[config.mk]
export PLATFORM = sky130hd
export DESIGN_NAME = line_voltage_power_monitor_regs
export DESIGN_NICKNAME = d
export VERILOG_FILES = /design/src/common/line_monitor_pkg.sv /design/src/hdl/ctrl_field_reg.sv /design/src/hdl/line_voltage_power_monitor_regs.sv /design/src/hdl/power_monitor_mux.sv
export VERILOG_INCLUDE_DIRS = /design/src /design/src/common
export SDC_FILE = /design/constraint.sdc
export NUM_CORES = 1
export LEC_CHECK = 0
export BUFFER_PORTS_ARGS = -buffer_cell sky130_fd_sc_hd__buf_4
export CORE_AREA = 2 2 77 79
export CTS_CLUSTER_DIAMETER = 40
export DETAILED_ROUTE_END_ITERATION = 8
export DIE_AREA = 0 0 79 81
export HOLD_SLACK_MARGIN = 0.15
export PLACE_DENSITY_LB_ADDON = 0.1
export RECOVER_POWER = 25
export SLEW_MARGIN = 20
export SYNTH_ARGS = -nofsm -noshare
export SYNTH_HDL_FRONTEND = slang
export SYNTH_SLANG_ARGS = --single-unit
[constraint.sdc]
create_clock -name clk -period 4.5 [get_ports clk]
set_input_delay 1.125 -clock clk [delete_from_list [all_inputs] [get_ports clk]]
set_output_delay 1.125 -clock clk [all_outputs]
set_load 0.02 [all_outputs]
[src/common/line_monitor_defines.svh]
// Register indices, reset values and field layout for the line voltage and power monitor bank
`ifndef LINE_MONITOR_DEFINES_SVH
`define LINE_MONITOR_DEFINES_SVH

// Printed offsets are register indices; the byte address is four times the index
`define LM_IDX_COMMON_MODE 8'h49
`define LM_IDX_HIGH_BATTERY 8'h4A
`define LM_IDX_LOW_BATTERY 8'h4B
`define LM_IDX_POWER_SELECT 8'h4C
`define LM_IDX_POWER_READING 8'h4D

`define LM_LEVEL_WIDTH 6
`define LM_SELECT_WIDTH 3
`define LM_READING_WIDTH 8
`define LM_DATA_WIDTH 32

// Level codes count 1.5 V steps below ground
`define LM_RESET_COMMON_MODE 6'h02
`define LM_RESET_HIGH_BATTERY 6'h32
`define LM_RESET_LOW_BATTERY 6'h10
`define LM_RESET_POWER_SELECT 3'h0
`define LM_RESET_READING 8'h00

// Pointer codes two and three (transistors three and four) use the fine power scale
`define LM_LOW_RANGE_CODE_A 3'h2
`define LM_LOW_RANGE_CODE_B 3'h3

`define LM_IDLE_DATA 32'h00000000
`define LM_BYTE_LANE_LOW 0

`endif

[src/common/line_monitor_pkg.sv]
// Types shared by the line voltage and power monitor bank
`include "line_monitor_defines.svh"

package line_monitor_pkg;

  typedef logic [`LM_LEVEL_WIDTH-1:0] level_code_t;
  typedef logic [`LM_SELECT_WIDTH-1:0] select_code_t;
  typedef logic [`LM_READING_WIDTH-1:0] reading_code_t;

  typedef struct packed {
    level_code_t commonMode;
    level_code_t highBattery;
    level_code_t lowBattery;
  } line_settings_t;

  typedef enum logic [1:0] {
    APB_IDLE = 2'b01,
    APB_ACCESS = 2'b10
  } apb_state_t;

  function automatic logic isLowRangeCode(input select_code_t code);
    isLowRangeCode = (code == `LM_LOW_RANGE_CODE_A) || (code == `LM_LOW_RANGE_CODE_B);
  endfunction

endpackage

[src/hdl/ctrl_field_reg.sv]
// Writable control field with a constant reset value
`timescale 1ns/10ps
`default_nettype none

module ctrl_field_reg #(
  parameter int WIDTH = 6,
  parameter logic [WIDTH-1:0] RESET_VALUE = '0
) (
  input wire logic clk,
  input wire logic rst,
  input wire logic writeEnable,
  input wire logic [WIDTH-1:0] writeData,
  output logic [WIDTH-1:0] value
);

  // Refused while the design is elaborated, before any clock runs
  if (WIDTH < 1) begin : gen_width_check
    $error("ctrl_field_reg needs a width of at least one bit");
  end

  always_ff @(posedge clk or posedge rst) begin
    if (rst) begin
      value <= RESET_VALUE;
    end else if (writeEnable) begin
      value <= writeData;
    end
  end

endmodule

`default_nettype wire

[src/hdl/line_voltage_power_monitor_regs.sv]
// APB register bank for line voltage targets and transistor power monitoring
//
// Function
// [RULE1] Six-bit common-mode code sets tip or ring level, 0 to -94.5 V, 1.5 V steps.
// [RULE2] Common-mode code resets to the level for -3 V.
// [RULE3] Six-bit high battery code, same range, resets to the -75 V level.
// [RULE4] Six-bit low battery code, same range, resets to the -24 V level.
// [RULE5] Software keeps high battery magnitude at or above low battery magnitude.
// [RULE6] Three-bit pointer picks transistor one to six; codes six and seven undefined.
// [RULE7] Read-only eight-bit reading follows power of the selected transistor live.
// [RULE8] Transistors one, two, five, six: 30.4 mW per count, 7.8 W full scale.
// [RULE9] Transistors three and four: 3.62 mW per count, 0.9 W full scale.
// [RULE10] Unused upper bits of every register read back as zero.
`timescale 1ns/10ps
`default_nettype none
`include "line_monitor_defines.svh"

module line_voltage_power_monitor_regs
  import line_monitor_pkg::*;
#(
  parameter int ADDR_WIDTH = 12,
  parameter int CHANNELS = 6
) (
  input wire logic clk,
  input wire logic rst,
  input wire logic psel,
  input wire logic penable,
  input wire logic pwrite,
  input wire logic [ADDR_WIDTH-1:0] paddr,
  input wire logic [`LM_DATA_WIDTH-1:0] pwdata,
  input wire logic [3:0] pstrb,
  output logic [`LM_DATA_WIDTH-1:0] prdata,
  output logic pready,
  output logic pslverr,
  input wire logic [CHANNELS-1:0][`LM_READING_WIDTH-1:0] transistorPower,
  output line_settings_t lineSettings,
  output select_code_t powerMonitorSelect,
  output logic lowRangeSelected
);

  // Both checks stop elaboration rather than letting a bad build run
  if (ADDR_WIDTH < 10 || ADDR_WIDTH > 32) begin : gen_addr_check
    $error("ADDR_WIDTH must hold the highest register byte address");
  end
  if (CHANNELS != 6) begin : gen_channel_check
    $error("The pointer decode serves exactly six transistors");
  end

  function automatic logic [ADDR_WIDTH-1:0] byteAddr(input logic [7:0] index);
    byteAddr = ADDR_WIDTH'({index, 2'b00});
  endfunction

  apb_state_t apbState_reg;
  apb_state_t apbState_next;
  logic [`LM_DATA_WIDTH-1:0] prdata_next;
  reading_code_t powerReading;

  wire setupPhase = psel && !penable && (apbState_reg == APB_IDLE);
  wire accessDone = psel && penable && (apbState_reg == APB_ACCESS);

  wire hitCommonMode = paddr == byteAddr(`LM_IDX_COMMON_MODE);
  wire hitHighBattery = paddr == byteAddr(`LM_IDX_HIGH_BATTERY);
  wire hitLowBattery = paddr == byteAddr(`LM_IDX_LOW_BATTERY);
  wire hitPowerSelect = paddr == byteAddr(`LM_IDX_POWER_SELECT);
  wire hitPowerReading = paddr == byteAddr(`LM_IDX_POWER_READING);
  wire hitAny = hitCommonMode | hitHighBattery | hitLowBattery | hitPowerSelect | hitPowerReading;

  // Reading register is read-only, so a write there is flagged rather than dropped silently
  wire accessBad = !hitAny || (pwrite && hitPowerReading);

  // Only the low byte lane carries a field; a write without it stores nothing
  wire writeCommit = accessDone && pwrite && !accessBad && pstrb[`LM_BYTE_LANE_LOW];
  wire writeCommonMode = writeCommit && hitCommonMode;
  wire writeHighBattery = writeCommit && hitHighBattery;
  wire writeLowBattery = writeCommit && hitLowBattery;
  wire writePowerSelect = writeCommit && hitPowerSelect;

  wire [`LM_LEVEL_WIDTH-1:0] levelWriteData = pwdata[`LM_LEVEL_WIDTH-1:0];
  wire [`LM_SELECT_WIDTH-1:0] selectWriteData = pwdata[`LM_SELECT_WIDTH-1:0];

  // High battery below low battery is not blocked here; ordering is software's duty [RULE5]
  ctrl_field_reg #(
    .WIDTH(`LM_LEVEL_WIDTH),
    .RESET_VALUE(`LM_RESET_COMMON_MODE)
  ) commonModeField (
    .clk(clk),
    .rst(rst),
    .writeEnable(writeCommonMode),
    .writeData(levelWriteData),
    .value(lineSettings.commonMode)
  ); // [RULE1] [RULE2]

  ctrl_field_reg #(
    .WIDTH(`LM_LEVEL_WIDTH),
    .RESET_VALUE(`LM_RESET_HIGH_BATTERY)
  ) highBatteryField (
    .clk(clk),
    .rst(rst),
    .writeEnable(writeHighBattery),
    .writeData(levelWriteData),
    .value(lineSettings.highBattery)
  ); // [RULE3]

  ctrl_field_reg #(
    .WIDTH(`LM_LEVEL_WIDTH),
    .RESET_VALUE(`LM_RESET_LOW_BATTERY)
  ) lowBatteryField (
    .clk(clk),
    .rst(rst),
    .writeEnable(writeLowBattery),
    .writeData(levelWriteData),
    .value(lineSettings.lowBattery)
  ); // [RULE4]

  ctrl_field_reg #(
    .WIDTH(`LM_SELECT_WIDTH),
    .RESET_VALUE(`LM_RESET_POWER_SELECT)
  ) powerSelectField (
    .clk(clk),
    .rst(rst),
    .writeEnable(writePowerSelect),
    .writeData(selectWriteData),
    .value(powerMonitorSelect)
  ); // [RULE6]

  power_monitor_mux #(
    .CHANNELS(CHANNELS)
  ) powerMux (
    .clk(clk),
    .rst(rst),
    .select(powerMonitorSelect),
    .transistorPower(transistorPower),
    .reading(powerReading),
    .lowRange(lowRangeSelected)
  ); // [RULE7] [RULE8] [RULE9]

  // Zero extension keeps every bit above a field at zero [RULE10]
  wire [`LM_DATA_WIDTH-1:0] readCommonMode = `LM_DATA_WIDTH'(lineSettings.commonMode);
  wire [`LM_DATA_WIDTH-1:0] readHighBattery = `LM_DATA_WIDTH'(lineSettings.highBattery);
  wire [`LM_DATA_WIDTH-1:0] readLowBattery = `LM_DATA_WIDTH'(lineSettings.lowBattery);
  wire [`LM_DATA_WIDTH-1:0] readPowerSelect = `LM_DATA_WIDTH'(powerMonitorSelect);
  wire [`LM_DATA_WIDTH-1:0] readPowerReading = `LM_DATA_WIDTH'(powerReading);

  // Read data is captured in the setup cycle from the registered reading, so the power is two cycles old at the answer
  wire [`LM_DATA_WIDTH-1:0] readSelected =
    hitCommonMode ? readCommonMode :
    hitHighBattery ? readHighBattery :
    hitLowBattery ? readLowBattery :
    hitPowerSelect ? readPowerSelect :
    hitPowerReading ? readPowerReading :
    `LM_IDLE_DATA; // [RULE10]

  always_comb begin
    apbState_next = apbState_reg;
    prdata_next = prdata;
    unique case (apbState_reg)
      APB_IDLE: begin
        prdata_next = `LM_IDLE_DATA;
        if (setupPhase) begin
          apbState_next = APB_ACCESS;
          prdata_next = (!pwrite && !accessBad) ? readSelected : `LM_IDLE_DATA;
        end
      end
      APB_ACCESS: begin
        if (accessDone || !psel) begin
          apbState_next = APB_IDLE;
          prdata_next = `LM_IDLE_DATA;
        end
      end
      default: begin
        apbState_next = APB_IDLE;
        prdata_next = `LM_IDLE_DATA;
      end
    endcase
  end

  // No wait state: pready rises in the first access cycle and stays for that cycle only
  always_ff @(posedge clk or posedge rst) begin
    if (rst) begin
      apbState_reg <= APB_IDLE;
      prdata <= `LM_IDLE_DATA;
      pready <= 1'b0;
      pslverr <= 1'b0;
    end else begin
      apbState_reg <= apbState_next;
      prdata <= prdata_next;
      pready <= setupPhase;
      pslverr <= setupPhase && accessBad;
    end
  end

endmodule

`default_nettype wire

[src/hdl/power_monitor_mux.sv]
// Picks the power code of the selected transistor and holds it in a register
`timescale 1ns/10ps
`default_nettype none
`include "line_monitor_defines.svh"

module power_monitor_mux
  import line_monitor_pkg::*;
#(
  parameter int CHANNELS = 6
) (
  input wire logic clk,
  input wire logic rst,
  input wire select_code_t select,
  input wire logic [CHANNELS-1:0][`LM_READING_WIDTH-1:0] transistorPower,
  output reading_code_t reading,
  output logic lowRange
);

  if (CHANNELS < 1 || CHANNELS > (1 << `LM_SELECT_WIDTH)) begin : gen_channel_check
    $error("power_monitor_mux channel count out of range");
  end

  // Codes past the last transistor give no defined power; zero is reported
  wire selectValid = 32'(select) < CHANNELS;
  wire [`LM_READING_WIDTH-1:0] pickedPower = selectValid ? transistorPower[select] : `LM_RESET_READING;

  // Sampled every cycle so the reading tracks the live power code [RULE7]
  always_ff @(posedge clk or posedge rst) begin
    if (rst) begin
      reading <= `LM_RESET_READING;
      lowRange <= 1'b0;
    end else begin
      reading <= pickedPower; // [RULE6]
      lowRange <= selectValid && isLowRangeCode(select); // [RULE8] [RULE9]
    end
  end

endmodule

`default_nettype wire

* Word level (Yosys, flattened, before mapping)
Index checks and enable logic that the tools add are counted.
** Operators by class
- Order comparisons :: 2
- Reductions and logical operators :: 24
- Mux-type cells :: 15
- Bitwise gates (word level) :: 4
- Eq/ne operators :: 11
** Operator list (count)
- 2-to-1 mux 8 bit :: 9
- case mux 32 bit (2 select lines) :: 1
- equality test 12 x 9 -> 1 bit (second input constant) :: 5
- 2-to-1 mux 32 bit :: 1
- binary-select mux 8 bit (select 3 bit) :: 1
- logical AND 1 bit :: 15
- equality test 3 x 2 -> 1 bit (second input constant) :: 2
- zero test 1 bit :: 5
- < comparator 3 x 4 -> 1 bit (second input constant) :: 1
- 2-to-1 mux 2 bit :: 2
- bitwise OR 1 bit :: 4
- case mux 2 bit (2 select lines) :: 1
- logical OR 1 bit :: 3
- < comparator 3 bit (second input constant) :: 1
- equality test 2 x 1 -> 1 bit (second input constant) :: 1
- equality test 2 bit (second input constant) :: 1
- != test 2 x 1 -> 1 bit (second input constant) :: 1
- != test 2 bit (second input constant) :: 1
- AND reduction 2 bit :: 1
** Storage, ports and cells
- Flip-flop bits (word level) :: 66
- Word-level logic and storage cells :: 66
- Output and inout bits :: 56

* Logic depth before layout (Yosys ltp)
Gate-level depths: netlist of the first run.
- Word-level depth :: 12
- Depth in mapped cells :: 7
- Depth with buffers taken out :: 5

* Modules after synthesis
From an unflattened synthesis of the first run, not the netlist that was laid out.
** Unflattened totals
- Cells, all modules :: 214
- Area total of the unflattened synthesis :: 2531.2 µm²
** By module, submodules not included
- line_voltage_power_monitor_regs :: instances 1, area an instance 974.7 µm², cells each 106
- power_monitor_mux :: instances 1, area an instance 671.9 µm², cells each 59
- ctrl_field_reg (commonModeField ...) :: instances 2, area an instance 256.5 µm², cells each 14
- ctrl_field_reg (highBatteryField) :: instances 1, area an instance 259.0 µm², cells each 14
- ctrl_field_reg (powerSelectField) :: instances 1, area an instance 112.6 µm², cells each 7

* Least setup slack after synthesis of the first run
OpenSTA, ideal clock, no wires.
- Kind :: input port to flip-flop
- Start :: in paddr[9]
- End :: reg lowBatteryField.value[0]
- Path buffers :: 1
- Data arrival time :: 2938 ps
- Data required time :: 4375 ps
- Stages on the path :: 6
- Slack :: 1437 ps
- Path through :: nor4b_2 -> nand2_1 -> or4_1 -> or3_1 -> buf_4 -> mux2_4
** On the way
- Cells in the longest elaborated chain, start to end :: 11
** Ends and longest elaborated chain
- from (decl) :: line line_voltage_power_monitor_regs.sv:29 : input wire logic [ADDR_WIDTH-1:0] paddr,
- equality test 12 x 9 -> 1 bit (on tied branches) :: line line_voltage_power_monitor_regs.sv:61, line_voltage_power_monitor_regs.sv:62
- bitwise OR 1 bit (4 in series) :: line line_voltage_power_monitor_regs.sv:66 : wire hitAny = hitCommonMode | hitHighBattery | hitLowBattery | hitPowerSelect | hitPowerReading;
- zero test 1 bit :: line line_voltage_power_monitor_regs.sv:69 : wire accessBad = !hitAny || (pwrite && hitPowerReading);
- logical OR 1 bit :: line line_voltage_power_monitor_regs.sv:69
- zero test 1 bit :: line line_voltage_power_monitor_regs.sv:72 : wire writeCommit = accessDone && pwrite && !accessBad && pstrb[`LM_BYTE_LANE_LOW];
- logical AND 1 bit (2 in series) :: line line_voltage_power_monitor_regs.sv:72
- logical AND 1 bit (*) :: line line_voltage_power_monitor_regs.sv:75 : wire writeLowBattery = writeCommit && hitLowBattery;
- to (signal assigned) :: line ctrl_field_reg.sv:25 : value <= writeData;
- to (decl) :: line ctrl_field_reg.sv:13 : output logic [WIDTH-1:0] value
Every way passes the cells marked *; elsewhere a longest branch is shown, timed or not.
A chain may end at the register's enable or synchronous reset.

* Worst setup path in the final report of the first run
- Start :: in paddr[9]
- End :: reg commonModeField.value[3]
** On the way
- Cells in the longest elaborated chain, start to end :: 11
** Ends and longest elaborated chain
- equality test 12 x 9 -> 1 bit (on tied branches) :: line line_voltage_power_monitor_regs.sv:61, line_voltage_power_monitor_regs.sv:62
- bitwise OR 1 bit (4 in series) :: line line_voltage_power_monitor_regs.sv:66
- zero test 1 bit :: line line_voltage_power_monitor_regs.sv:69
- logical OR 1 bit :: line line_voltage_power_monitor_regs.sv:69
- zero test 1 bit :: line line_voltage_power_monitor_regs.sv:72
- logical AND 1 bit (2 in series) :: line line_voltage_power_monitor_regs.sv:72
- logical AND 1 bit (*) :: line line_voltage_power_monitor_regs.sv:73 : wire writeCommonMode = writeCommit && hitCommonMode;
- to (signal assigned) :: line ctrl_field_reg.sv:25
- to (decl) :: line ctrl_field_reg.sv:13
Marks and branches as above.

==> results.yml, run 1 <==
outcome:
  status: "finished, violations left"
  violations: "max-capacitance violations, max-slew violations"
timing:
  fin_crit_sh: 0.720
  skew_ps: 9.13
  max_slew.worst_pin.slew_ps: 2190
  tns_ps: 0
  max_freq_ghz: 0.308
  hold_violations: 0
  maxSlewHeadroom: -0.458
  setup_viol: 0
  final_max_slew_viol_count: 43
  rsz0062_at_grt: "no"
  fin_crit_ps: 3240
synthesis:
  yosysTopAreaCell: "dfrtp_1"
  synth_area_leaders: "dfrtp_1 37%, buf_4 7.6%, mux4_2 7.3%"
  async_flop_share: 1.00
  ys_types: 42
  syn_area_um2: 2470
  synth_edf_count: 0
  yosysSeqAreaShare: 0.429
  syn_area_per_cell_um2: 11.2
  synth_warnings: 0
  yosysTopAreaCellShare: 0.365
  yosysMostFrequentCell: "dfrtp_1"
  yosys_register_bits: 42
  yosys-top-cells-count: "36 x dfrtp_1, 25 x buf_4, 15 x mux2_2"
  synth_ff_type: "dfrtp_1"
  syn_inst: 221
floorplanning:
  die_x_um: 79
  core_um2: 5680
  die_area_um2: 6400
  io_pins: 157
  fp.dieH_um: 81
  initial_utilization: 0.435
  num_rows: 28
worst_setup_path:
  arrival_ps: 3430
  critPathKind: "in2reg"
  r2r.worst_path.cells: 5
  crit_path_end_kind: "flip-flop"
  r2r_start: "apbState_reg[0]$_DFFE_PP1P_"
  reg2reg_slack_ps: 2010
  start_kind: "input port"
  timing.rr.end: "lowBatteryField.value[2]$_DFFE_PP0P_"
  path_max_fanout: 6
  required_ps: 4690
grt:
  top_usage_layer: "met2"
  grt_pass1_wl_um: 9830
  antenna_found_initial: 0
  grt_usage: 0.199
  grt_overflow: 0
  met3_usage: 0.0467
  first_global_vias: 2052
  grt_util_met2: 0.350
  met1_usage: 0.251
  grt_max_degree: 43
clocking:
  clk_pin_slew_worst_paths_ps: 90
  htreeDepth: 2
  cts_hold_buffers: 0
  clockBufferDepth: 2
  clk_latency_ps: 290
  cts_tree: "yes"
  postCtsSetupRepairBufs: 0
  clk_root_buffer_cell: "clkbuf_8"
  cts_resized: 0
  cts_buffers: 5
  numClockSinks: 42
final_layout:
  n_antenna_cell: 0
  final_util: 0.584
  fin_area_um2: 3320
  multi_input_area_um2: 1240
  areaGrowthSynthToFinish_pct: 34.4
  fin_nets: 425
  drive_gt1_frac: 0.477
  nFillCells: 516
  top_regs: "powerMux.reading: 8 flops, prdata: 8 flops"
  layout.cells.non_filler: 400
  regArea_um2: 1060
hold_path:
  hp-start: "powerMux.reading[7]$_DFF_PP0_"
  min_to: "prdata[7]$_DFFE_PP0P_"
  hold_depth: 1
  holdCritPathClass: "reg2reg"
placement:
  dpl_cell_area_um2: 3230
  portBuffers: 103
  dpl.hpwl_um: 4830
  place_congestion: 0.776
  dp.cells: 392
power_and_ir_drop:
  finalPower_mw: 0.759
  powerDensity_nw_per_um2: 229
  ir_worst_vdd_v: 0.000131
  p_leak_nw: 1.64
drt:
  dr.pass1.iters: 5
  avgRoutedWirePerCell_um: 15.3
  first_iter_violations: 193
  drc: 0
  vias: 2048
  viasPerCell: 5.12
  routed_wl_um: 6140
  antenna_left: 0
flow_run:
  timing.max_cap.violations: 1
-- critical path, stage by stage --
cell and delay, ps:
buf_4 120, or4b_2 680, nor3_1 410, nor4b_1 410, nand2_1 320, mux2_2 360
-- report_power, final --
part           internal [mW]  switching, mW  leakage [nW]
clock network          0.127          0.131        0.0489
registers              0.384        0.00211         0.544
logic                 0.0570         0.0580          1.04
total                  0.568          0.191          1.64
-- worst max path at each step --
stage / slack, ps / from / cells after the start / to
floorplan: 1440 / paddr[9] / 6 / lowBatteryField.value[0]$_DFFE_PP0P_
global placement: 920 / paddr[9] / 6 / commonModeField.value[4]$_DFFE_PP0P_
detailed placement: 940 / paddr[9] / 6 / commonModeField.value[3]$_DFFE_PP0P_
CTS: 1250 / paddr[9] / 6 / commonModeField.value[3]$_DFFE_PP0P_
global route: 1110 / rst / 3 / pslverr$_DFF_PP0_
finish: 1260 / paddr[9] / 6 / commonModeField.value[3]$_DFFE_PP0P_
-- cell families after synthesis --
logic type,synth area share
AOI/OAI and AO/OA,0.113
and+or+nand+nor,0.129
buffers and inverters,0.105
muxes,0.223
DFF,0.429
other,0.00152
-- per-stage QoR --
step,setup WS [ps],hold slack [ps]
CTS,1250,487
detailed placement,942,472
finish,1260,481
global route,1110,505
global placement,919,450
floorplan,1440,440
-- final cells by class --
class | instances | share of cell area
clock inverters | 1 | 0.00264
inverters | 11 | 0.0124
repair buffers | 106 | 0.239
flip-flops and latches | 42 | 0.319
multi-input cells | 158 | 0.373
clock buffers | 7 | 0.0260
well taps | 75 | 0.0283
-- routing by layer --
| metal | part of all wire | up-vias |
|---|---|---|
| li1 | - | 966 |
| met5 | 0 | - |
| met3 | 0.079 | 4 |
| met2 | 0.51 | 105 |
| met1 | 0.41 | 973 |
| met4 | 0.0090 | 0 |
-- layout by cell type (no fill, tap or decap), types with 2 or more instances in the layout --
cell type | synthesis | layout
mux2_4 | 6 | 6
mux2i_1 | 11 | 11
dfstp_2 | 6 | 6
nor2_1 | 9 | 9
nor2b_1 | 4 | 4
nand3_1 | 4 | 4
a21o_1 | 2 | 2
mux2_2 | 15 | 15
conb_1 | 1 | 24
nand2b_1 | 4 | 4
nor4_1 | 2 | 2
nor3_1 | 6 | 6
and3_2 | 2 | 2
a21oi_1 | 8 | 8
nand2_1 | 10 | 10
clkbuf_1 | 7 | 2
mux4_2 | 8 | 8
inv_1 | 11 | 11
a32oi_1 | 2 | 2
dfrtp_1 | 36 | 36
a22o_1 | 7 | 7
o21ai_0 | 3 | 3
clkbuf_8 | 0 | 6
buf_4 | 25 | 104
o2bb2ai_1 | 3 | 3
o22ai_1 | 11 | 11
nand3b_1 | 2 | 2
Power figures use the tool's default switching activity.
==> run 2: changes to the inputs <==
--- a/config.mk
+++ b/config.mk
@@ -7,10 +7,10 @@
 export NUM_CORES = 1
 export LEC_CHECK = 0
 export BUFFER_PORTS_ARGS = -buffer_cell sky130_fd_sc_hd__buf_4
-export CORE_AREA = 2 2 77 79
+export CORE_AREA = 2 2 79 81
 export CTS_CLUSTER_DIAMETER = 40
 export DETAILED_ROUTE_END_ITERATION = 8
-export DIE_AREA = 0 0 79 81
+export DIE_AREA = 0 0 81 83
 export HOLD_SLACK_MARGIN = 0.15
 export PLACE_DENSITY_LB_ADDON = 0.1
 export RECOVER_POWER = 25
==> constraint.sdc (replaced) <==
create_clock -name clk -period 3.06 [get_ports clk]
set_input_delay 0.765 -clock clk [delete_from_list [all_inputs] [get_ports clk]]
set_output_delay 0.765 -clock clk [all_outputs]
set_load 0.02 [all_outputs]
==> run 2 against run 1 <==
The flow now finishes without violations. Clock-buffer cell count stayed put. Clock power is 36% higher. Via count rose by 0.59%. Combinational power up 50%. Final area is 2.0% higher. Setup slack got worse by 900 ps. First-iteration DRC count shrank 63%. Non-clock buffer count is 10 higher. Cell count is 2.5% higher. Clock skew is 2.4 ps lower. Critical path type unchanged. Highest routed layer unchanged.
==> results.yml, run 2 (synthesis gave the netlist of run 1 again) <==
floorplanning:
  io_pins: 157
  die_x_um: 81
  die_area_um2: 6720
  fp.dieH_um: 83
  num_rows: 28
  core_um2: 5820
  initial_utilization: 0.424
worst_setup_path:
  crit_path_end_kind: "flip-flop"
  critPathSlowestCell: "or4b_2"
  r2r_start: "apbState_reg[0]$_DFFE_PP1P_"
  worst-path-buf-inv: 3
  timing.rr.end: "lowBatteryField.value[0]$_DFFE_PP0P_"
  r2r.worst_path.cells: 5
  start_kind: "input port"
  arrival_ps: 2890
  path_max_fanout: 6
  cpLargestDelayFamily: "simple AND/OR/NAND/NOR gates"
  max_stage_delay_ps: 680
  reg2reg_slack_ps: 600
  critPathKind: "in2reg"
  cp_cell_sequence: "buf_4, or4b_2, nor3_1, nor4b_1, buf_4, nand2_1, buf_4, mux2_2"
  path_common_cell: "buf_4"
  cp-startpoint: "paddr[9]"
  required_ps: 3250
hold_path:
  hp-start: "powerMux.reading[6]$_DFF_PP0_"
  hold_depth: 1
  holdCritPathClass: "reg2reg"
  min_to: "prdata[6]$_DFFE_PP0P_"
grt:
  grt_pass1_wl_um: 9670
  first_global_vias: 2047
  grt_max_degree: 43
  grt_usage: 0.186
  grt_overflow: 0
  antenna_found_initial: 0
placement:
  dpl.hpwl_um: 4900
  place_congestion: 0.764
  dp.cells: 402
  portBuffers: 103
clocking:
  cts_tree: "yes"
  cts_resized: 0
  clk_root_buffer_cell: "clkbuf_8"
  clk_pin_slew_worst_paths_ps: 80
  cts_buffers: 5
  numClockSinks: 42
  clk_latency_ps: 300
  clockBufferDepth: 2
  postCtsSetupRepairBufs: 0
  cts_hold_buffers: 0
  htreeDepth: 2
power_and_ir_drop:
  ir_worst_vdd_v: 0.000177
  powerDensity_nw_per_um2: 323
  p_leak_nw: 1.68
final_layout:
  final_common_cell: "buf_4"
  top_regs: "powerMux.reading: 8 flops, prdata: 8 flops"
  mostFrequentLayoutCells: "114 x buf_4, 36 x dfrtp_1, 24 x conb_1"
  areaGrowthSynthToFinish_pct: 37.1
  n_antenna_cell: 0
  drive_gt1_frac: 0.493
  layout.cells.non_filler: 410
  fin_nets: 435
drt:
  antenna_left: 0
  routed_wl_um: 6040
  drc: 0
  dr.pass1.iters: 4
  first_iter_violations: 72
  avgRoutedWirePerCell_um: 14.7
  vias: 2060
  viasPerCell: 5.02
timing:
  skew_ps: 6.73
  setup_viol: 0
  max_freq_ghz: 0.370
  final_max_slew_viol_count: 0
  rsz0062_at_grt: "no"
  fin_crit_sh: 0.882
  hold_violations: 0
  tns_ps: 0
  fin_crit_ps: 2700
  maxSlewHeadroom: 0.318
  max_slew.worst_pin.slew_ps: 1020
outcome:
  status: "completed"
flow_run:
  timing.max_cap.violations: 0
==> run 2: power by group <==
part	leakage, nW	switching [mW]	total (mW)	internal [mW]
combinational	1.09	0.0853	0.173	0.0874
clock	0.0385	0.190	0.352	0.161
sequential	0.544	0.00311	0.567	0.564
total	1.68	0.279	1.09	0.813
==> run 2: metal layers <==
layer	track usage	vias up	routed length, um
met3	0.0413	6	454
met1	0.247	965	2460
met2	0.298	92	3040
met5	0	-	0
met4	0.0647	0	90
li1	-	997	-
==> run 2: through the flow <==
stage	hold slack [ps]	util	area (um^2)	total power [mW]	setup slack, ps
CTS	482	0.582	3380	1.10	340
global placement	450	0.568	3300	0.749	77.3
finish	481	0.582	3380	1.09	361
floorplan	440	-	2550	0.680	357
detailed placement	459	0.568	3300	0.752	31.4
global route	494	0.582	3380	1.15	269
==> run 2: how the worst max path moves through the flow <==
stage,slack (ps),depth (start not counted),endpoint
after floorplan,360,6,lowBatteryField.value[0]$_DFFE_PP0P_
after global placement,80,6,lowBatteryField.value[0]$_DFFE_PP0P_
after detailed placement,30,8,highBatteryField.value[0]$_DFFE_PP0P_
after CTS,340,8,highBatteryField.value[0]$_DFFE_PP0P_
after global routing,270,8,highBatteryField.value[2]$_DFFE_PP0P_
final,360,8,highBatteryField.value[0]$_DFFE_PP0P_
==> run 2: final cells by class <==
type	instances	area [um^2]
multi-input cells	158	1240
flip-flops and latches	42	1060
inverters	11	41.3
repair buffers	116	868
fillers	545	2430
clock buffers	7	76.3
well taps	75	93.8
clock inverters	1	7.51
==> run 3: changes to the inputs <==
--- a/config.mk
+++ b/config.mk
@@ -7,10 +7,12 @@
 export NUM_CORES = 1
 export LEC_CHECK = 0
 export BUFFER_PORTS_ARGS = -buffer_cell sky130_fd_sc_hd__buf_4
-export CORE_AREA = 2 2 79 81
+export CELL_PAD_IN_SITES_DETAIL_PLACEMENT = 0
+export CELL_PAD_IN_SITES_GLOBAL_PLACEMENT = 1
+export CORE_AREA = 2 2 93 95
 export CTS_CLUSTER_DIAMETER = 40
 export DETAILED_ROUTE_END_ITERATION = 8
-export DIE_AREA = 0 0 81 83
+export DIE_AREA = 0 0 95 97
 export HOLD_SLACK_MARGIN = 0.15
 export PLACE_DENSITY_LB_ADDON = 0.1
 export RECOVER_POWER = 25
==> run 3 against run 2 <==
Clock power up 29%. Register-to-register slack better by 70 ps. Cell count up 8.0%. Setup slack better by 61 ps. Core utilization down 15 points. Highest routed layer unchanged. Die area up 37%. Critical endpoint is now prdata[3]$_DFFE_PP0P_.
==> results.yml, run 3 (synthesis gave the netlist of run 1 again) <==
placement:
  place_congestion: 0.808
  dpl.hpwl_um: 5300
  portBuffers: 103
  dp.cells: 435
floorplanning:
  fp.dieH_um: 97
  die_x_um: 95
  die_area_um2: 9220
  core_um2: 8130
  io_pins: 157
  num_rows: 33
  initial_utilization: 0.303
final_layout:
  areaGrowthSynthToFinish_pct: 40.8
  top_regs: "powerMux.reading: 8 flops, prdata: 8 flops"
  nFillCells: 806
  regArea_um2: 1060
  multi_input_area_um2: 1240
  n_antenna_cell: 0
  fin_nets: 438
  mostFrequentLayoutCells: "117 x buf_4, 36 x dfrtp_1, 24 x conb_1"
  layout.cells.non_filler: 443
  final_common_cell: "buf_4"
  drive_gt1_frac: 0.500
timing:
  final_max_slew_viol_count: 0
  hold_violations: 0
  fin_crit_sh: 0.862
  setup_viol: 0
  maxSlewHeadroom: 0.307
  hold_ws_ps: 473
  skew_ps: 8.61
  rsz0062_at_grt: "no"
  tns_ps: 0
  max_slew.worst_pin.slew_ps: 1040
  fin_crit_ps: 2640
  max_freq_ghz: 0.379
worst_setup_path:
  start_kind: "input port"
  crit_path_end_kind: "flip-flop"
  required_ps: 3290
  cp_cell_sequence: "buf_4, or4b_2, nor3_1, buf_4, or4bb_2, a21oi_1, a22o_1"
  path_common_cell: "buf_4"
  critPathSlowestCell: "or4b_2"
  critPathKind: "in2reg"
  arrival_ps: 2870
  max_stage_delay_ps: 680
  path_max_fanout: 4
clocking:
  cts_buffers: 5
  cts_tree: "yes"
  cts_hold_buffers: 0
  numClockSinks: 42
  clk_pin_slew_worst_paths_ps: 80
  clockBufferDepth: 2
  cts_resized: 0
  clk_latency_ps: 290
  htreeDepth: 2
  clk_root_buffer_cell: "clkbuf_8"
  postCtsSetupRepairBufs: 0
flow_run:
  timing.max_cap.violations: 0
drt:
  avgRoutedWirePerCell_um: 14.7
  dr.pass1.iters: 4
  first_iter_violations: 58
  viasPerCell: 4.63
  drc: 0
  vias: 2053
  routed_wl_um: 6520
  antenna_left: 0
outcome:
  status: "completed"
grt:
  grt_pass1_wl_um: 10300
  antenna_found_initial: 0
  first_global_vias: 2104
  grt_overflow: 0
  grt_max_degree: 43
  grt_usage: 0.143
power_and_ir_drop:
  ir_worst_vdd_v: 0.000169
  p_leak_nw: 1.71
  powerDensity_nw_per_um2: 344
hold_path:
  holdCritPathClass: "reg2reg"
[run 3: cell count changes in the layout (fill, tap and decap cells not counted), sizes merged]
cell	previous run	this run
clkinvlp	1	0
bufinv	0	1
buf	114	117
[run 3: final timing paths]
| path | start | end | slack (ps) | cells past startpoint |
|---|---|---|---|---|
| worst max-delay path | paddr[9] | prdata[3]$_DFFE_PP0P_ | 420 | 7 |
| worst min-delay path | powerMux.reading[7]$_DFF_PP0_ | prdata[7]$_DFFE_PP0P_ | 470 | 1 |
| worst max register to register | apbState_reg[0]$_DFFE_PP1P_ | lowBatteryField.value[0]$_DFFE_PP0P_ | 670 | 6 |
| worst min register to register | powerMux.reading[7]$_DFF_PP0_ | prdata[7]$_DFFE_PP0P_ | 470 | 1 |
| max in group asynchronous | rst | apbState_reg[1]$_DFFE_PP0P_ | 1620 | 3 |
| min in group asynchronous | rst | powerSelectField.value[1]$_DFFE_PP0P_ | 800 | 3 |
[run 3: stage by stage]
step,util,total power [mW],setup slack [ps],cell area [um^2]
final,0.427,1.19,422,3470
after global routing,0.427,1.26,314,3470
after CTS,0.427,1.22,437,3480
after detailed placement,0.413,0.755,127,3360
after global placement,0.413,0.753,133,3360
after floorplan,-,0.680,357,2550
[run 3: layer usage]
metal	share of wire	up-vias	track usage
met3	0.076	2	0.0428
met4	0.0040	0	0.0334
met1	0.42	959	0.185
met5	0	-	0
li1	-	1000	-
met2	0.50	92	0.234
[run 3: worst max-delay path, delay by kind of cell]
family	cells	cell delay [ps]
AOI/OAI and AO/OA	2	280
and+or+nand+nor	3	1530
buffers and inverters	2	280
[run 3: layout make-up]
type / instances / area share
repair buffers: 119 / 0.256
multi-input cells: 158 / 0.356
clock buffers: 7 / 0.0248
inverters: 11 / 0.0119
well taps: 105 / 0.0378
clock inverters: 1 / 0.00864
flip-flops and latches: 42 / 0.305
[run 3: power by group]
| part | internal (mW) | switching [mW] |
|---|---|---|
| clock network | 0.266 | 0.186 |
| registers | 0.564 | 0.00332 |
| logic | 0.0887 | 0.0858 |
